`src/common/ccr_map.svh`:
```
`ifndef CCR_MAP_SVH
`define CCR_MAP_SVH

// register offsets on the microport
`define CCR_OFS_FGAIN   3'h0
`define CCR_OFS_STGAIN  3'h1
`define CCR_OFS_PATH    3'h2
`define CCR_OFS_CTL1    3'h3
`define CCR_OFS_CTL2    3'h4
`define CCR_OFS_CSLOT   3'h5
`define CCR_OFS_SSLOT   3'h6
`define CCR_OFS_LOOP    3'h7

// reset values
`define CCR_RST_FGAIN   8'h80
`define CCR_RST_STGAIN  3'h0
`define CCR_RST_PATH    1'h0
`define CCR_RST_CTL1    8'h00
`define CCR_RST_CTL2    8'h02
`define CCR_RST_SLOTTX  8'hFF
`define CCR_RST_LOOP    2'h0

// writable bits of the power mute select register
`define CCR_MSK_CTL1    8'hEF

// field positions, filter gain register
`define CCR_B_RXBOOST   7
`define CCR_B_TXBOOST   3
// field positions, power mute select register
`define CCR_B_IFPD      7
`define CCR_B_DRPD      6
`define CCR_B_SRST      5
`define CCR_B_TXSIL     3
`define CCR_B_RXSIL     2
`define CCR_B_TXSLOT    1
`define CCR_B_RXSLOT    0
// field positions, format clock register
`define CCR_B_CSLEN     7
`define CCR_B_SSLEN     6
`define CCR_B_SRATE     5
`define CCR_B_ALAW      4
`define CCR_B_FMT       3

// clock rate codes and rates in kHz
`define CCR_CSL_BP      3'h7
`define CCR_CSL_128     3'h4
`define CCR_CSL_256     3'h5
`define CCR_KHZ_128     13'h0080
`define CCR_KHZ_256     13'h0100
`define CCR_KHZ_512     13'h0200
`define CCR_KHZ_1536    13'h0600
`define CCR_KHZ_2048    13'h0800
`define CCR_KHZ_4096    13'h1000

// gains: whole dB, tenths of dB, sidetone steps from code 4
`define CCR_DRV_LOW_DB  5'h1A
`define CCR_EAR_SEL_DB  5'h1A
`define CCR_TXA_HI_TDB  8'h99
`define CCR_TXA_LO_TDB  8'h3C
`define CCR_ST_MID      4'h4

// backplane channel numbers
`define CCR_CH_SIG      2'h0
`define CCR_CH_CTRL     2'h1
`define CCR_CH_B1       2'h2
`define CCR_CH_B2       2'h3

`endif

```
`src/common/ccr_pkg.sv`:
```
package ccr_pkg;

   // serial interface framing mode
   typedef enum logic [1:0] {
      CCR_MODE_STROBED   = 2'b01,
      CCR_MODE_BACKPLANE = 2'b10
   } ccr_mode_e;

   // what the serial output carries in the current slot
   typedef enum logic [5:0] {
      CCR_SRC_NONE  = 6'b000001,
      CCR_SRC_PCM   = 6'b000010,
      CCR_SRC_QUIET = 6'b000100,
      CCR_SRC_MZERO = 6'b001000,
      CCR_SRC_CTRL  = 6'b010000,
      CCR_SRC_SIG   = 6'b100000
   } ccr_src_e;

   // whole state of the bank
   typedef struct packed {
      logic [7:0]        fgain;
      logic [2:0]        stgain;
      logic              path;
      logic [7:0]        ctl1;
      logic [7:0]        ctl2;
      logic [7:0]        cslot_tx;
      logic [7:0]        cslot_rx;
      logic [7:0]        sslot_tx;
      logic [7:0]        sslot_rx;
      logic [1:0]        loop;
      logic [2:0]        frame_cnt;
      logic [7:0]        rdata;
      logic              rd_valid;
      logic              func_reset;
      logic              full_pd;
      logic signed [3:0] rx_fg_db;
      logic signed [3:0] tx_fg_db;
      logic signed [4:0] drv_db;
      logic signed [4:0] ear_db;
      logic [7:0]        txa_tdb;
      logic              st_on;
      logic signed [3:0] st_step;
      ccr_mode_e         mode;
      logic              mclk_need;
      logic              rate_ok;
      logic [12:0]       bclk_khz;
      ccr_src_e          src;
      logic              oe_n;
      logic [1:0]        sig_bits;
   } ccr_state_s;

endpackage : ccr_pkg

```
`src/design/ccr_top.sv`:
```
// Notes on behaviour
// - hardware reset pin blocks all function and access
// - soft reset holds all but microport
// - soft reset ends by writing zero or pin
// - any reset restores every control default
// - strobed mode drives output only inside strobe
// - both power-down bits or pin: full power-down
// - filter gain code n: rx -n dB, tx +n dB
// - rx driver boost: 0 dB high, -6 dB low
// - tx amp boost: 15.3 dB high, 6.0 low
// - sidetone code zero off, else 3.32 dB steps
// - earpiece select: -6 dB when set, else 0
// - interface power-down stops interface and codec; strobed output still sends quiet code, backplane floats only the B channel
// - driver power-down: float backplane B channel, minus-zero strobed
// - tx silence sends quiet code, path keeps running
// - rx silence replaces incoming stream with quiet
// - slot select picks B2/B1, backplane only
// - control slot sends register, channel 1 always received
// - signalling slot sends two bits per frame, one with rate bit high
// - signalling rate bit: 8 kb/s high, 16 low
// - law and code format selection
// - clock rate field selects mode and rates
`timescale 1ns/1ps
`default_nettype none
`include "ccr_map.svh"

module ccr_top
   import ccr_pkg::*;
#(
   parameter int CHAN_W = 5
)(
   input  wire logic                sys_clk,
   input  wire logic                resetn,
   input  wire logic                hardware_reset_n,
   input  wire logic                reg_wr_en,
   input  wire logic                reg_rd_en,
   input  wire logic [2:0]          reg_addr,
   input  wire logic [7:0]          reg_wdata,
   output logic      [7:0]          reg_rdata,
   output logic                     reg_rd_valid,
   input  wire logic                frame_start,
   input  wire logic                frame_strobe,
   input  wire logic                slot_valid,
   input  wire logic [CHAN_W-1:0]   slot_channel,
   input  wire logic                ctl_rx_valid,
   input  wire logic [7:0]          ctl_rx_data,
   input  wire logic                sig_rx_valid,
   input  wire logic [1:0]          sig_rx_bits,
   output logic                     function_reset,
   output logic                     full_powerdown,
   output logic                     interface_powerdown,
   output logic                     driver_powerdown,
   output logic [2:0]               rx_filter_gain,
   output logic [2:0]               tx_filter_gain,
   output logic signed [3:0]        rx_filter_gain_db,
   output logic signed [3:0]        tx_filter_gain_db,
   output logic                     rx_driver_boost,
   output logic                     tx_amp_boost,
   output logic signed [4:0]        rx_driver_gain_db,
   output logic [7:0]               tx_amp_gain_tenth_db,
   output logic [2:0]               sidetone_gain,
   output logic                     sidetone_on,
   output logic signed [3:0]        sidetone_step,
   output logic                     earpiece_gain_select,
   output logic signed [4:0]        earpiece_gain_db,
   output logic                     tx_silence,
   output logic                     rx_silence,
   output logic                     tx_slot_select,
   output logic                     rx_slot_select,
   output logic                     control_slot_enable,
   output logic                     signalling_slot_enable,
   output logic                     signalling_rate_half,
   output logic                     alaw_select,
   output logic                     code_format_select,
   output logic [2:0]               clock_rate_select,
   output var ccr_mode_e            serial_mode,
   output logic                     master_clock_needed,
   output logic                     clock_rate_valid,
   output logic [12:0]              bit_clock_khz,
   output logic [1:0]               loop_test_control,
   output var ccr_src_e             serial_out_source,
   output logic                     serial_out_oe_n,
   output logic [7:0]               control_slot_tx_data,
   output logic [1:0]               signalling_tx_bits
);

   if (CHAN_W < 2)
      $error("ccr_top: CHAN_W must be at least 2");

   ////////////////////////////////////////////////////////////////////////
   // reset release through two flip-flops
   logic rst_meta_q;
   logic rst_sync_q;

   always_ff @(posedge sys_clk or negedge resetn)
   begin
      if (!resetn)
      begin
         rst_meta_q <= 1'b0;
         rst_sync_q <= 1'b0;
      end
      else
      begin
         rst_meta_q <= 1'b1;
         rst_sync_q <= rst_meta_q;
      end
   end

   ////////////////////////////////////////////////////////////////////////
   // state and next state
   ccr_state_s st_q;
   ccr_state_s st_d;
   ccr_state_s st_rst;

   logic hw_rst;
   logic srst;
   logic [7:0] tx_shift;
   assign hw_rst = ~hardware_reset_n;
   // defaults taken by the hardware reset pin
   always_comb
   begin
      st_rst           = '0;
      st_rst.fgain     = `CCR_RST_FGAIN;
      st_rst.stgain    = `CCR_RST_STGAIN;
      st_rst.path      = `CCR_RST_PATH;
      st_rst.ctl1      = `CCR_RST_CTL1;
      st_rst.ctl2      = `CCR_RST_CTL2;
      st_rst.cslot_tx  = `CCR_RST_SLOTTX;
      st_rst.sslot_tx  = `CCR_RST_SLOTTX;
      st_rst.loop      = `CCR_RST_LOOP;
      st_rst.func_reset = 1'b1;
      st_rst.full_pd   = 1'b1;
      st_rst.mode      = CCR_MODE_STROBED;
      st_rst.rate_ok   = 1'b1;
      st_rst.bclk_khz  = `CCR_KHZ_2048;
      st_rst.txa_tdb   = `CCR_TXA_LO_TDB;
      st_rst.drv_db    = 5'sd0;
      st_rst.st_step   = -4'sd4;
      st_rst.src       = CCR_SRC_NONE;
      st_rst.oe_n      = 1'b1;
   end

   ////////////////////////////////////////////////////////////////////////
   // register access, capture and decoded controls
   always_comb
   begin
      tx_shift    = 8'h00;
      srst        = 1'b0;
      st_d        = st_q;
      st_d.rd_valid = 1'b0;
      if (hw_rst)
      begin
         // pin held: defaults, no access; rx bytes are not preset
         st_d          = st_rst;
         st_d.cslot_rx = st_q.cslot_rx;
         st_d.sslot_rx = st_q.sslot_rx;
         st_d.rdata    = st_q.rdata;
      end
      else
      begin
         // writes; reserved bits are stored as zero
         if (reg_wr_en)
         begin
            unique case (reg_addr)
               `CCR_OFS_FGAIN  : st_d.fgain    = reg_wdata;
               `CCR_OFS_STGAIN : st_d.stgain   = reg_wdata[2:0];
               `CCR_OFS_PATH   : st_d.path     = reg_wdata[0];
               `CCR_OFS_CTL1   : st_d.ctl1     = reg_wdata & `CCR_MSK_CTL1;
               `CCR_OFS_CTL2   : st_d.ctl2     = reg_wdata;
               `CCR_OFS_CSLOT  : st_d.cslot_tx = reg_wdata;
               `CCR_OFS_SSLOT  : st_d.sslot_tx = reg_wdata;
               `CCR_OFS_LOOP   : st_d.loop     = reg_wdata[3:2];
            endcase
         end
         // reads return written controls, received slot bytes
         if (reg_rd_en)
         begin
            st_d.rd_valid = 1'b1;
            unique case (reg_addr)
               `CCR_OFS_FGAIN  : st_d.rdata = st_q.fgain;
               `CCR_OFS_STGAIN : st_d.rdata = {5'h00, st_q.stgain};
               `CCR_OFS_PATH   : st_d.rdata = {7'h00, st_q.path};
               `CCR_OFS_CTL1   : st_d.rdata = st_q.ctl1;
               `CCR_OFS_CTL2   : st_d.rdata = st_q.ctl2;
               `CCR_OFS_CSLOT  : st_d.rdata = st_q.cslot_rx;
               `CCR_OFS_SSLOT  : st_d.rdata = st_q.sslot_rx;
               `CCR_OFS_LOOP   : st_d.rdata = {4'h0, st_q.loop, 2'h0};
            endcase
         end
         srst = st_d.ctl1[`CCR_B_SRST];
         if (srst)
         begin
            // only the microport and the reset bit stay alive
            st_d.fgain     = `CCR_RST_FGAIN;
            st_d.stgain    = `CCR_RST_STGAIN;
            st_d.path      = `CCR_RST_PATH;
            st_d.ctl1      = `CCR_RST_CTL1;
            st_d.ctl1[`CCR_B_SRST] = 1'b1;            // not self-clearing
            st_d.ctl2      = `CCR_RST_CTL2;
            st_d.cslot_tx  = `CCR_RST_SLOTTX;
            st_d.sslot_tx  = `CCR_RST_SLOTTX;
            st_d.loop      = `CCR_RST_LOOP;
            st_d.frame_cnt = 3'h0;
         end
         else
         begin
            // channel 1 and channel 0 capture regardless of enables
            if (ctl_rx_valid)
               st_d.cslot_rx = ctl_rx_data;
            if (sig_rx_valid)
            begin
               if (st_q.ctl2[`CCR_B_SRATE])
                  st_d.sslot_rx = {st_q.sslot_rx[6:0], sig_rx_bits[1]};
               else
                  st_d.sslot_rx = {st_q.sslot_rx[5:0], sig_rx_bits};
            end
            if (frame_start)
               st_d.frame_cnt = st_q.frame_cnt + 3'h1;
         end

         // decoded controls from the new register contents
         st_d.func_reset = srst;
         st_d.full_pd    = st_d.ctl1[`CCR_B_IFPD] & st_d.ctl1[`CCR_B_DRPD];
         st_d.rx_fg_db   = -$signed({1'b0, st_d.fgain[6:4]});
         st_d.tx_fg_db   = $signed({1'b0, st_d.fgain[2:0]});
         st_d.drv_db     = st_d.fgain[`CCR_B_RXBOOST] ? 5'sd0 : $signed(`CCR_DRV_LOW_DB);
         st_d.txa_tdb    = st_d.fgain[`CCR_B_TXBOOST] ? `CCR_TXA_HI_TDB : `CCR_TXA_LO_TDB;
         st_d.st_step    = $signed({1'b0, st_d.stgain}) - $signed(`CCR_ST_MID);
         st_d.st_on      = (st_d.stgain != 3'h0) & st_d.path;
         st_d.ear_db     = st_d.path ? $signed(`CCR_EAR_SEL_DB) : 5'sd0;
         // clock rate field decode
         st_d.mclk_need  = 1'b0;
         st_d.rate_ok    = 1'b1;
         st_d.mode       = CCR_MODE_STROBED;
         unique case (st_d.ctl2[2:0])
            3'h0 : st_d.bclk_khz = `CCR_KHZ_512;
            3'h1 : st_d.bclk_khz = `CCR_KHZ_1536;
            3'h2 : st_d.bclk_khz = `CCR_KHZ_2048;
            3'h3 : st_d.bclk_khz = `CCR_KHZ_4096;
            `CCR_CSL_128, `CCR_CSL_256 :
            begin
               st_d.bclk_khz  = st_d.ctl2[0] ? `CCR_KHZ_256 : `CCR_KHZ_128;
               st_d.mclk_need = 1'b1;
            end
            `CCR_CSL_BP :
            begin
               st_d.bclk_khz  = `CCR_KHZ_4096;
               st_d.mode      = CCR_MODE_BACKPLANE;
            end
            default :
            begin
               st_d.bclk_khz  = `CCR_KHZ_2048;
               st_d.rate_ok   = 1'b0;
            end
         endcase

         // signalling bits for the current frame, MSB first
         if (st_d.ctl2[`CCR_B_SRATE])
         begin
            tx_shift      = st_d.sslot_tx << st_d.frame_cnt;
            st_d.sig_bits = {tx_shift[7], 1'b0};
         end
         else
         begin
            tx_shift      = st_d.sslot_tx << {st_d.frame_cnt[1:0], 1'b0};
            st_d.sig_bits = tx_shift[7:6];
         end

         // serial output slot decision, one cycle after slot inputs
         st_d.src  = CCR_SRC_NONE;
         st_d.oe_n = 1'b1;
         if (st_d.mode == CCR_MODE_STROBED)
         begin
            if (frame_strobe && !srst)
            begin
               st_d.oe_n = 1'b0;
               if (st_d.ctl1[`CCR_B_DRPD])
                  st_d.src = CCR_SRC_MZERO;
               else if (st_d.ctl1[`CCR_B_IFPD] | st_d.ctl1[`CCR_B_TXSIL])
                  st_d.src = CCR_SRC_QUIET;
               else
                  st_d.src = CCR_SRC_PCM;
            end
         end
         else if (slot_valid && slot_channel[CHAN_W-1:2] == '0)
         begin
            unique case (slot_channel[1:0])
               `CCR_CH_SIG :
                  if (st_d.ctl2[`CCR_B_SSLEN])
                  begin
                     st_d.src  = CCR_SRC_SIG;
                     st_d.oe_n = 1'b0;
                  end
               `CCR_CH_CTRL :
                  if (st_d.ctl2[`CCR_B_CSLEN])
                  begin
                     st_d.src  = CCR_SRC_CTRL;
                     st_d.oe_n = 1'b0;
                  end
               default :
                  // chosen B channel; power-down leaves it floating
                  if ((slot_channel[0] == st_d.ctl1[`CCR_B_TXSLOT]) &&
                      !st_d.ctl1[`CCR_B_DRPD] && !st_d.ctl1[`CCR_B_IFPD])
                  begin
                     st_d.src  = st_d.ctl1[`CCR_B_TXSIL] ? CCR_SRC_QUIET : CCR_SRC_PCM;
                     st_d.oe_n = 1'b0;
                  end
            endcase
         end
      end
   end

   // the single state register
   always_ff @(posedge sys_clk or negedge rst_sync_q)
   begin
      if (!rst_sync_q)
         st_q <= '{fgain: `CCR_RST_FGAIN, stgain: `CCR_RST_STGAIN, path: `CCR_RST_PATH,
                   ctl1: `CCR_RST_CTL1, ctl2: `CCR_RST_CTL2, cslot_tx: `CCR_RST_SLOTTX,
                   cslot_rx: 8'h00, sslot_tx: `CCR_RST_SLOTTX, sslot_rx: 8'h00,
                   loop: `CCR_RST_LOOP, frame_cnt: 3'h0, rdata: 8'h00, rd_valid: 1'b0,
                   func_reset: 1'b1, full_pd: 1'b1, rx_fg_db: 4'sd0, tx_fg_db: 4'sd0,
                   drv_db: 5'sd0, ear_db: 5'sd0, txa_tdb: `CCR_TXA_LO_TDB, st_on: 1'b0,
                   st_step: -4'sd4, mode: CCR_MODE_STROBED, mclk_need: 1'b0, rate_ok: 1'b1,
                   bclk_khz: `CCR_KHZ_2048, src: CCR_SRC_NONE, oe_n: 1'b1, sig_bits: 2'h0};
      else
         st_q <= st_d;
   end

   ////////////////////////////////////////////////////////////////////////
   // outputs straight from the state register
   assign reg_rdata              = st_q.rdata;
   assign reg_rd_valid           = st_q.rd_valid;
   assign function_reset         = st_q.func_reset;
   assign full_powerdown         = st_q.full_pd;
   assign interface_powerdown    = st_q.ctl1[`CCR_B_IFPD];
   assign driver_powerdown       = st_q.ctl1[`CCR_B_DRPD];
   assign rx_filter_gain         = st_q.fgain[6:4];
   assign tx_filter_gain         = st_q.fgain[2:0];
   assign rx_filter_gain_db      = st_q.rx_fg_db;
   assign tx_filter_gain_db      = st_q.tx_fg_db;
   assign rx_driver_boost        = st_q.fgain[`CCR_B_RXBOOST];
   assign tx_amp_boost           = st_q.fgain[`CCR_B_TXBOOST];
   assign rx_driver_gain_db      = st_q.drv_db;
   assign tx_amp_gain_tenth_db   = st_q.txa_tdb;
   assign sidetone_gain          = st_q.stgain;
   assign sidetone_on            = st_q.st_on;
   assign sidetone_step          = st_q.st_step;
   assign earpiece_gain_select   = st_q.path;
   assign earpiece_gain_db       = st_q.ear_db;
   assign tx_silence             = st_q.ctl1[`CCR_B_TXSIL];
   assign rx_silence             = st_q.ctl1[`CCR_B_RXSIL];
   assign tx_slot_select         = st_q.ctl1[`CCR_B_TXSLOT];
   assign rx_slot_select         = st_q.ctl1[`CCR_B_RXSLOT];
   assign control_slot_enable    = st_q.ctl2[`CCR_B_CSLEN];
   assign signalling_slot_enable = st_q.ctl2[`CCR_B_SSLEN];
   assign signalling_rate_half   = st_q.ctl2[`CCR_B_SRATE];
   assign alaw_select            = st_q.ctl2[`CCR_B_ALAW];
   assign code_format_select     = st_q.ctl2[`CCR_B_FMT];
   assign clock_rate_select      = st_q.ctl2[2:0];
   assign serial_mode            = st_q.mode;
   assign master_clock_needed    = st_q.mclk_need;
   assign clock_rate_valid       = st_q.rate_ok;
   assign bit_clock_khz          = st_q.bclk_khz;
   assign loop_test_control      = st_q.loop;
   assign serial_out_source      = st_q.src;
   assign serial_out_oe_n        = st_q.oe_n;
   assign control_slot_tx_data   = st_q.cslot_tx;
   assign signalling_tx_bits     = st_q.sig_bits;

endmodule : ccr_top

`default_nettype wire

```
`config.mk`:
```
export PLATFORM = sky130hd
export DESIGN_NAME = ccr_top
export DESIGN_NICKNAME = d
export VERILOG_FILES = /design/src/common/ccr_pkg.sv /design/src/design/ccr_top.sv
export VERILOG_INCLUDE_DIRS = /design/src /design/src/common
export SDC_FILE = /design/constraint.sdc
export NUM_CORES = 1
export LEC_CHECK = 0
export BUFFER_PORTS_ARGS = -buffer_cell sky130_fd_sc_hd__buf_2
export CORE_MARGIN = 10
export CORE_UTILIZATION = 49
export CTS_BUF_LIST = sky130_fd_sc_hd__clkbuf_16
export CTS_CLUSTER_DIAMETER = 40
export CTS_CLUSTER_SIZE = 14
export DETAILED_ROUTE_END_ITERATION = 8
export HOLD_SLACK_MARGIN = 0.02
export PLACE_DENSITY = 0.77
export SETUP_SLACK_MARGIN = 0.2
export SLEW_MARGIN = 5
export SYNTH_ARGS = -nofsm -noshare
export SYNTH_HDL_FRONTEND = slang
export SYNTH_SLANG_ARGS = --single-unit
```
`constraint.sdc`:
```
create_clock -name sys_clk -period 3.1 [get_ports sys_clk]
set_input_delay 0.465 -clock sys_clk [delete_from_list [all_inputs] [get_ports sys_clk]]
set_output_delay 0.465 -clock sys_clk [all_outputs]
set_load 0.01 [all_outputs]
```
### Yosys cells after proc, flatten, opt, wreduce, memory -nomap -nowiden

Index checks and enable logic that the tools add are counted.

| word-level totals | value |
|---|---|
| input port bits | 36 |
| output and inout port bits | 104 |
| flip-flop bits (word level) | 135 |

| operators by class | value |
|---|---|
| bitwise gates (word level) | 4 |
| reduce and logical (&&, ||, !) cells | 22 |
| muxes and demuxes | 48 |
| add/sub/neg operators | 3 |
| shift-type cells | 2 |
| equal/unequal tests | 21 |

Operators by type and width:

| kind | count |
|---|---|
| $mux 36 | 4 |
| $mux 133 | 1 |
| $mux 8 | 14 |
| $pmux 8 s8 | 1 |
| $pmux 13 s4 | 1 |
| $eq 3x3->1 const B | 7 |
| $mux 7 | 3 |
| $mux 3 | 6 |
| $mux 9 | 2 |
| $shl 8x3->8 | 2 |
| $mux 5 | 3 |
| $ne 3x1->1 const B | 5 |
| $pmux 7 s2 | 1 |
| $eq 3x2->1 const B | 4 |
| $mux 2 | 6 |
| $reduce_and 2->1 | 5 |
| $logic_not 3->1 | 3 |
| $mux 4 | 2 |
| $reduce_or 7->1 | 1 |
| $eq 3x1->1 const B | 2 |
| $mux 6 | 1 |
| $reduce_and 3->1 | 2 |
| $eq 2x1->1 const B | 2 |
| $logic_and 1x1->1 | 4 |
| 12 further kinds | 18 |

### Logic depth before layout (Yosys ltp)

Gate-level depths: netlist (run 1).

| depth | value |
|---|---|
| word-level depth | 14 |
| gate-level depth with buffers | 9 |
| mapped depth without buffers | 7 |

### Least setup slack after synthesis (run 1)

OpenSTA, ideal clock, no wires.

| path | value |
|---|---|
| path kind | in2reg |
| start point | in reg_addr[1] |
| end point | reg st_q (netlist bit rx_filter_gain_db[1]) |
| stages on the path | 8 |
| path buffers | 2 |
| setup slack | 1015 ps |
| data arrival time | 1966 ps |
| path through | buf_4 -> nor2_1 -> and3_1 -> buf_2 -> mux2i_1 -> nand2b_1 -> ha_1 -> and2_1 |

RTL lines:

| element | line | text |
|---|---|---|
| start, declared | ccr_top.sv:37 | `input wire logic [2:0] reg_addr,` |
| end signal, assigned | ccr_top.sv:317 | `` st_q <= '{fgain: `CCR_RST_FGAIN, stgain: `CCR_RST_STGAIN, path: `CCR_RST_PATH, `` |
| end signal, assigned | ccr_top.sv:326 | `st_q <= st_d;` |
| end, declared | ccr_top.sv:111 | `ccr_state_s st_q;` |

==> run_results.csv, run 1 <==
group,metric,value,unit
drt,ant_nets,0,
worst_setup_path,cp_data_arrival_time,2.45,ns
worst_setup_path,crit_type,"flip-flop to flip-flop",
drt,vias_per_cell,5.44,
global_routing,grt_pass1_wl,23.1,mm
worst_setup_path,worstSetupStartpointType,"flip-flop",
final_layout,multiInputGateArea,2290,um^2
pwr,p_leak,0.00299,uW
sta,max_freq,446,MHz
drt,drt-pass1-iter-count,5,
yosys,synth_edf_count,0,
global_routing,grt_max_degree,57,
clocking,post-cts-setup-buffer-count,0,
sta,fin_skew,0.0102,ns
drt,drt_iter0_drc,374,
drt,drc_errors,0,
worst_setup_path,path_cells,"ha_1 -> mux2i_1 -> nor2_1 -> a2111oi_0 -> o31ai_1",
floorplan,start_util,0.496,
placed_design,portBuffers,123,
clocking,insertion_delay,0.35,ns
yosys,synth-xor-area-share,0.00643,
clocking,clock_sinks,102,
sta,finalSetupViolCount,0,
placed_design,finalWeightedCongestion,0.926,
clocking,cts-hold-fix-buffers,1,
final_layout,layout-drive-gt1-share,0.333,
yosys,netlist_area,5640,um^2
yosys,ys.flop_type,"dfrtp_1",
final_layout,final_nets,642,
yosys,synth_top_family_by_area,"simple AND/OR/NAND/NOR gates",
clocking,numCtsBuffers,9,
clocking,clockBufferDepth,2,
yosys,synthMuxAreaShare,0.123,
sta,tightest_slew,0.772,ns
sta,fin_crit_sh,0.723,
worst_setup_path,cp_slowest_cell,"mux2i_1",
floorplan,core,11400,um^2
drt,vias,4090,
drt,post_drt_wl_per_cell,19.5,um
hold_path,hold_path_class,"flip-flop to async pin",
worst_setup_path,required,3.31,ns
sta,slew_viol_final,0,
floorplan,die_height,127,um
global_routing,track_usage,0.177,
final_layout,n_antenna_cell,0,
yosys,synth-async-reset-ratio,1.00,
worst_setup_path,cpLargestDelayFamily,"compound AO/OA/AOI/OAI gates",
sta,fin_tns_setup,0,ns
sta,rsz0062_at_grt,"false",
yosys,synthAdderAreaFrac,0.00443,
flow_run,maxCapViolations,0,
clocking,clk_pin_slew,0.07,ns
pwr,peakVddDrop,224,uV
worst_setup_path,cp_max_fo,10,
drt,routed_wl,14.6,mm
global_routing,grt_pass1_vias,4229,
global_routing,antenna_found_initial,0,
worst_setup_path,cp-end-kind,"flip-flop",
clocking,cts_tree,"built",
final_layout,n_fill_cell,1067,
outcome,status,"finished clean",
pwr,power.density,488,nW/um^2
worst_setup_path,max_stage_delay,0.60,ns
sta,slew_headroom,0.471,
yosys,synth.distinct_cells,66,
floorplan,rows,39,
sta,period_minus_slack,2.24,ns
sta,hold_violations,0,
worst_setup_path,crit_buf_inv,0,
yosys,yosysWarnings,0,
placed_design,dpl.hpwl,11.0,mm
yosys,synth-compound-area-share,0.0871,
clocking,h-tree-depth,3,
final_layout,area_growth_syn_to_layout,7.03,%
yosys,syn_avg_cell_area,10.0,um^2
clocking,post_cts_resized,0,
clocking,root_buffer,"clkbuf_16",
yosys,synth_seq_cells,102,
sta,holdWs,0.353,ns
yosys,syn-instance-count,563,
final_layout,register_area,2590,um^2
floorplan,die_w,127,um
floorplan,ios,140,
yosys,seq_area_frac_synth,0.458,
global_routing,gr-total-overflow,0,
yosys,synth-simple-area-share,0.174,
floorplan,dieArea,16200,um^2
## worst paths after layout
kind,start,to,slack [ns],cells after the start
worst min register to register,rst_sync_q$_DFF_PN0_,rx_silence$_DFFE_PN0P_,0.35,0
worst max register to register,st_q[68]$_DFF_PN0_,signalling_tx_bits[1]$_DFF_PN0_,0.86,5
worst min-delay path,rst_sync_q$_DFF_PN0_,rx_silence$_DFFE_PN0P_,0.35,0
max in group asynchronous,rst_sync_q$_DFF_PN0_,tx_amp_gain_tenth_db[5]$_DFF_PN1_,2.01,1
worst max-delay path,st_q[68]$_DFF_PN0_,signalling_tx_bits[1]$_DFF_PN0_,0.86,5
min in group sys_clk,rst_meta_q$_DFF_PN0_,rst_sync_q$_DFF_PN0_,0.35,0
## per-layer routing
layer  wire length (um)  part of all wire  vias to the layer above  global-route usage
li1                   -                 -                     1919                   -
met1               6240              0.43                     2007               0.224
met2               7090              0.48                      149               0.283
met3               1130             0.077                       15              0.0538
met4                170             0.012                        0              0.0563
met5                  0                 0                        -                   0
## report_power, final
| part | total [uW] | internal, uW | switching (uW) |
|---|---|---|---|
| clock network | 1010 | 532 | 483 |
| registers | 1500 | 1420 | 73.5 |
| logic | 437 | 176 | 262 |
| total | 2950 | 2130 | 818 |
## layout by cell type, fill, tap and decap left out, types with 3 or more instances in the layout
| cell | synthesis | layout |
|---|---|---|
| nand3_1 | 22 | 22 |
| nor2b_1 | 4 | 4 |
| o211ai_1 | 6 | 6 |
| clkinv_1 | 1 | 5 |
| nand2_1 | 74 | 74 |
| nor3_2 | 3 | 3 |
| a22o_1 | 3 | 3 |
| a222oi_1 | 3 | 3 |
| nand2b_1 | 10 | 10 |
| clkbuf_16 | 0 | 9 |
| a21oi_1 | 9 | 9 |
| mux2i_1 | 48 | 48 |
| buf_2 | 10 | 123 |
| and2_1 | 4 | 4 |
| nor3_1 | 7 | 7 |
| nand3b_1 | 3 | 3 |
| nor2_1 | 36 | 36 |
| a31oi_1 | 3 | 3 |
| dfstp_2 | 26 | 26 |
| conb_1 | 2 | 17 |
| buf_4 | 84 | 5 |
| inv_1 | 8 | 9 |
| dfrtp_1 | 76 | 75 |
| mux2_2 | 15 | 15 |
| o21ai_0 | 24 | 24 |
| nor4b_1 | 3 | 3 |
| o22ai_1 | 3 | 3 |
| and3_1 | 7 | 7 |
## metrics by stage
step	instances	total power, uW	util	setup WS, ns	instance area [um^2]
after floorplan	578	1850	-	1.02	5700
after global placement	735	1940	0.508	0.626	5770
after detailed placement	735	1960	0.508	0.531	5770
after CTS	752	2970	0.531	0.850	6040
after global routing	752	3080	0.531	0.653	6040
final	752	2950	0.531	0.859	6040
## cell families (layout without fill, tap and decap cells)
group | after synthesis | count (layout)
compound gates | 72 | 72
xor+xnor | 2 | 2
fa+ha+maj | 2 | 2
buf+inv | 126 | 157
flops | 102 | 102
mux | 66 | 66
other cells | 2 | 17
simple gates | 191 | 191
## synthesized netlist by cell type, types with 4 or more instances
master     n  area, um^2
nand2b_1  10        62.6
and3_1     7        43.8
inv_1      8        30.0
mux2_2    15         169
buf_4     84         631
dfrtp_1   76        1900
a21oi_1    9        45.0
nand3_1   22         110
o211ai_1   6        45.0
clkbuf_1  18        67.6
nor3_1     7        35.0
nand2_1   74         278
nor2_1    36         135
and2_1     4        25.0
buf_2     10        50.1
mux2i_1   48         480
nor2b_1    4        25.0
dfstp_2   26         683
o21ai_0   24         120
## state kept, by name, summed over array words and instances, names as in the netlist, 2 cells and up
name,flops
clock_rate_select,3
signalling_tx_bits,2
rx_filter_gain,2
serial_out_source,6
loop_test_control,2
rx_filter_gain_db,4
st_q,28
serial_mode,2
bit_clock_khz,6
sidetone_step,3
tx_filter_gain,3
control_slot_tx_data,8
reg_rdata,8
## final cells by class
class / instances / share of cell area
Multi-Input combinational cell: 350 / 0.379
Sequential cell: 102 / 0.429
Inverter: 11 / 0.00684
Tap cell: 143 / 0.0296
Clock buffer: 9 / 0.0373
Timing Repair Buffer: 130 / 0.113
Clock inverter: 7 / 0.00518
(Power assumes the default switching activity.)
==> run 2: changes to the inputs <==
clock period = 2 ns   (was 3.1 ns; I/O delays follow)
==> run 2 against run 1 <==
  * Sequential cell count did not move
  * Worst hold slack got worse by 0.18 ns
  * Critical path type unchanged
  * Wire length rose by 5.1%
  * First-iteration DRC count fell by 20%
  * Clock skew fell by 0.0044 ns
  * Critical endpoint unchanged
==> run_results.csv, run 2 (synthesized netlist as in run 1, its figures left out) <==
group,metric,value,unit
sta,max_freq,546,MHz
final_layout,final_cell_mix,"buf_2 (123), dfrtp_1 (74), nand2_1 (73)",
worst_setup_path,required,2.23,ns
drt,drc_errors,0,
clocking,cts_tree,"built",
drt,ant_nets,0,
final_layout,layout.cells.non_filler,787,
placed_design,portBuffers,123,
drt,drt_iter0_drc,298,
sta,fin_tns_setup,0,ns
clocking,clk_pin_slew,0.07,ns
drt,vias_per_cell,5.47,
clocking,numCtsBuffers,9,
global_routing,grt_pass1_vias,4357,
sta,slew_headroom,0.600,
pwr,peakVddDrop,501,uV
flow_run,maxCapViolations,0,
final_layout,layout-drive-gt1-share,0.393,
pwr,p_leak,0.00319,uW
floorplan,die_height,127,um
global_routing,grt_pass1_wl,23.7,mm
sta,fin_skew,0.00579,ns
sta,fin_crit_sh,0.916,
final_layout,finalCoreUtilization,0.569,
placed_design,dpl.hpwl,11.4,mm
sta,period_minus_slack,1.83,ns
floorplan,ios,140,
worst_setup_path,worstSetupStartpointType,"flip-flop",
drt,vias,4302,
final_layout,area_growth_syn_to_layout,14.6,%
placed_design,placed_cells,761,
worst_setup_path,cp_max_fo,6,
floorplan,start_util,0.496,
pwr,power.density,769,nW/um^2
outcome,status,"finished clean",
worst_setup_path,crit_type,"flip-flop to flip-flop",
global_routing,antenna_found_initial,1,
clocking,clock_sinks,102,
worst_setup_path,cp_data_arrival_time,2.06,ns
clocking,clockBufferDepth,2,
hold_path,hold_path_class,"input pin to flip-flop",
floorplan,rows,39,
floorplan,dieArea,16200,um^2
final_layout,n_antenna_cell,0,
floorplan,core,11400,um^2
floorplan,die_w,127,um
final_layout,largest_reg_flops,28,
placed_design,finalWeightedCongestion,0.938,
sta,finalSetupViolCount,0,
clocking,root_buffer,"clkbuf_16",
final_layout,regMostFlops,"st_q",
final_layout,final_nets,677,
global_routing,grt_max_degree,66,
clocking,insertion_delay,0.35,ns
clocking,h-tree-depth,3,
sta,tightest_slew,0.592,ns
sta,rsz0062_at_grt,"true",
final_layout,layout_commonest_cell,"buf_2",
global_routing,track_usage,0.183,
sta,slew_viol_final,0,
global_routing,gr-total-overflow,0,
sta,hold_violations,0,
worst_setup_path,cp-end-kind,"flip-flop",
drt,drt-pass1-iter-count,5,
drt,routed_wl,15.4,mm
drt,post_drt_wl_per_cell,19.5,um
-- run 2: cell type report --
class,count,area [um^2]
clock buffers,9,225
clock inverters,7,87.6
fillers,994,4900
inverters,11,41.3
multi-input cells,350,2370
flip-flops and latches,102,2590
well taps,143,179
repair buffers,165,970
-- run 2: path summary, 6_finish.rpt --
path                       depth (start not counted)                  from                                 to  slack, ns
min in group asynchronous                          0  rst_sync_q$_DFF_PN0_             rx_silence$_DFFE_PN0P_       0.24
max in group asynchronous                          1  rst_sync_q$_DFF_PN0_  tx_amp_gain_tenth_db[5]$_DFF_PN1_       1.07
hold / removal                                     2       slot_channel[0]     serial_out_source[5]$_DFF_PN0_       0.17
setup / recovery                                   7    st_q[68]$_DFF_PN0_    signalling_tx_bits[1]$_DFF_PN0_       0.17
setup reg to reg                                   7    st_q[68]$_DFF_PN0_    signalling_tx_bits[1]$_DFF_PN0_       0.17
hold reg to reg                                    0  rst_sync_q$_DFF_PN0_             rx_silence$_DFFE_PN0P_       0.24
-- run 2: timing repair --
item                                   in CTS  in global routing
setup endpoints to repair                   2                  3
pin swaps                                   1                  3
endpoints found under the hold margin       2                  0
resized for setup                           5                 10
setup buffers                               8                  1
hold buffers                                1                  0
-- run 2: through the flow --
step / setup WS, ns / hold WS, ns / cell area [um^2] / total power [uW]
after floorplan: 0.216 / 0.00441 / 5710 / 2880
after global placement: 0.0977 / 0.0862 / 5990 / 3040
after detailed placement: -0.0601 / 0.0883 / 5990 / 3070
after CTS: 0.211 / 0.171 / 6400 / 4970
after global routing: 0.0961 / 0.195 / 6470 / 5160
final: 0.167 / 0.175 / 6470 / 4970
-- run 2: per-layer routing --
layer,vias up,routed length [um],track usage
met5,-,13,0
met4,2,440,0.0743
met3,36,1520,0.0542
met2,201,7180,0.293
met1,2070,6220,0.227
li1,1993,-,-
-- run 2: critical path, stage by stage, from the launching register on --
cell and delay (ns):
dfrtp_2 0.46, xor2_4 0.22, buf_6 0.16, buf_4 0.11
mux2i_1 0.19, mux2i_1 0.16, a221oi_2 0.30, o31ai_1 0.10
-- run 2: where the power goes --
| part | internal [uW] | total (uW) | switching [uW] |
|---|---|---|---|
| clock | 1090 | 1850 | 765 |
| combinational | 354 | 808 | 455 |
| sequential | 2200 | 2310 | 110 |
==> run 3: changes to the inputs <==
CORE_ASPECT_RATIO = 0.9   (was default)
CORE_UTILIZATION = 54   (was 49)
PLACE_DENSITY = 0.81   (was 0.77)
SLEW_MARGIN = 20   (was 5)
clock period = 1.75 ns   (was 2 ns; I/O delays follow)
==> run 3 against run 2 <==
  * The run now ends with negative setup slack left
  * Maximum frequency grew 2.7%
  * Utilization increased by 10 points
  * Final cell count increased by 1.9%
  * Sequential cell count did not move
  * Largest cell class unchanged
==> run_results.csv, run 3 (synthesized netlist as in run 1, its figures left out) <==
group,metric,value,unit
worst_setup_path,worstSetupStartpointType,"flip-flop",
worst_setup_path,path_cells,"xor2_4 -> buf_12 -> buf_12 -> mux2i_1 -> mux2i_1 -> a221oi_2 -> o31ai_1",
drt,vias_per_cell,5.73,
sta,hold_violations,0,
worst_setup_path,cp_slowest_cell,"dfrtp_2",
global_routing,grt_pass1_wl,25.2,mm
hold_path,hold_path_startpoint,"ctl_rx_data[6]",
drt,drt-pass1-iter-count,5,
final_layout,regMostFlops,"st_q",
pwr,p_leak,0.00339,uW
clocking,clockBufferDepth,2,
floorplan,dieArea,14900,um^2
drt,routed_wl,16.2,mm
drt,ant_nets,0,
clocking,clk_pin_slew,0.07,ns
worst_setup_path,r2r_slack,-0.03,ns
outcome,violations,"negative setup slack",
global_routing,antenna_found_initial,0,
sta,finalSetupViolCount,2,
hold_path,holdPathStages,2,
final_layout,largest_reg_flops,28,
worst_setup_path,timing.rr.start,"st_q[68]$_DFF_PN0_",
drt,vias,4593,
clocking,root_buffer,"clkbuf_16",
clocking,cts_tree,"built",
final_layout,finalCoreUtilization,0.672,
clocking,h-tree-depth,3,
sta,slew_viol_final,0,
clocking,numCtsBuffers,9,
final_layout,layout-drive-gt1-share,0.453,
sta,max_freq,560,MHz
sta,holdWs,0.149,ns
placed_design,finalWeightedCongestion,0.966,
clocking,insertion_delay,0.34,ns
worst_setup_path,worst-r2r-cell-count,7,
worst_setup_path,cp_data_arrival_time,2.00,ns
worst_setup_path,cpLargestDelayFamily,"flip-flops",
global_routing,grt_max_degree,101,
floorplan,rows,35,
pwr,peakVddDrop,559,uV
clocking,clock_sinks,102,
sta,setup_slack,-0.0346,ns
floorplan,start_util,0.551,
worst_setup_path,crit_buf_inv,2,
pwr,power.density,831,nW/um^2
final_layout,register_area,2590,um^2
global_routing,track_usage,0.211,
worst_setup_path,crit_type,"flip-flop to flip-flop",
worst_setup_path,max_stage_delay,0.46,ns
final_layout,n_antenna_cell,0,
hold_path,hold_path_class,"input pin to flip-flop",
hold_path,whs_endpoint,"st_q[95]$_DFFE_PN0P_",
pwr,p_total,5730,uW
placed_design,portBuffers,123,
worst_setup_path,cp_max_fo,8,
outcome,status,"finished, violations left",
sta,tightest_slew,0.510,ns
final_layout,final_cell_mix,"buf_2 (123), dfrtp_1 (73), nand2_1 (72)",
floorplan,die_height,117,um
global_routing,grt_pass1_vias,4741,
floorplan,core,10200,um^2
final_layout,area_growth_syn_to_layout,22.0,%
placed_design,dpl.hpwl,11.7,mm
sta,fin_tns_setup,-0.0533,ns
final_layout,n_fill_cell,781,
floorplan,die_w,128,um
sta,fin_crit_sh,1.02,
sta,slew_headroom,0.660,
sta,rsz0062_at_grt,"true",
final_layout,layout_commonest_cell,"buf_2",
worst_setup_path,cp-end-kind,"flip-flop",
floorplan,ios,140,
worst_setup_path,required,1.97,ns
flow_run,maxCapViolations,0,
drt,post_drt_wl_per_cell,20.2,um
sta,fin_skew,0.00816,ns
sta,period_minus_slack,1.78,ns
worst_setup_path,rr_endpoint,"signalling_tx_bits[1]$_DFF_PN0_",
drt,drt_iter0_drc,453,
drt,drc_errors,0,
final_layout,multiInputGateArea,2550,um^2
final_layout,final_nets,706,
global_routing,gr-total-overflow,0,
## run 3: changes by cell type in the layout (fill, tap and decap cells not counted), sizes merged
cell / previous run / this run
buf: 164 / 191
inv: 11 / 13
bufinv: 2 / 1
clkbuf: 9 / 10
clkinv: 4 / 3
mux2i: 49 / 50
## run 3: cell type report
class | count | share of cell area
clock buffer | 9 | 0.0327
clock inverter | 7 | 0.0105
inverter | 11 | 0.00636
sequential | 102 | 0.376
tap | 129 | 0.0234
timing repair buffer | 193 | 0.181
multi-input combinational | 351 | 0.370
## run 3: per-stage QoR
step / area [um^2] / instances / setup slack [ns]
after floorplan: 5800 / 578 / 0.0668
after global placement: 6270 / 776 / -0.0465
after detailed placement: 6270 / 776 / -0.123
after CTS: 6720 / 799 / -0.0114
after global routing: 6890 / 802 / -0.0893
final: 6890 / 802 / -0.0346
## run 3: worst max path at each step
stage                             startpoint                               to  slack, ns  cells past startpoint
after floorplan                  reg_addr[0]   serial_out_source[1]$_DFF_PN0_       0.07                      6
after global placement           reg_addr[0]  signalling_tx_bits[1]$_DFF_PN0_      -0.05                      7
after detailed placement         reg_addr[0]   serial_out_source[1]$_DFF_PN0_      -0.12                      6
after CTS                 st_q[68]$_DFF_PN0_  signalling_tx_bits[1]$_DFF_PN0_      -0.01                      7
after global routing      st_q[68]$_DFF_PN0_  signalling_tx_bits[0]$_DFF_PN0_      -0.09                      6
final                     st_q[68]$_DFF_PN0_  signalling_tx_bits[1]$_DFF_PN0_      -0.03                      7
## run 3: power breakdown
group	switching [uW]	internal, uW
sequential	115	2520
clock	901	1110
combinational	583	495
total	1600	4130
## run 3: worst register-to-register path, delay by kind of cell (launching register included)
family	cells	cell delay, ns
AO/OA/AOI/OAI	2	0.43
XOR/XNOR	1	0.16
multiplexers	2	0.32
flip-flops	1	0.46
buffers and inverters	2	0.29
## run 3: repair_timing
action / CTS / global route
hold endpoints to repair: 2 / 0
endpoints found under the setup margin: 15 / 34
setup buffers: 5 / 2
hold buffers: 1 / 0
gates resized for setup: 15 / 31
gates cloned: 1 / 1
pin swaps: 6 / 7
## run 3: per-layer routing
layer / share of wire / routed length, um / global-route usage / up-vias
li1: - / - / - / 2048
met1: 0.40 / 6520 / 0.263 / 2252
met2: 0.47 / 7690 / 0.342 / 254
met3: 0.10 / 1630 / 0.0644 / 39
met4: 0.023 / 371 / 0.0712 / 0
met5: 0 / 0 / 0 / -
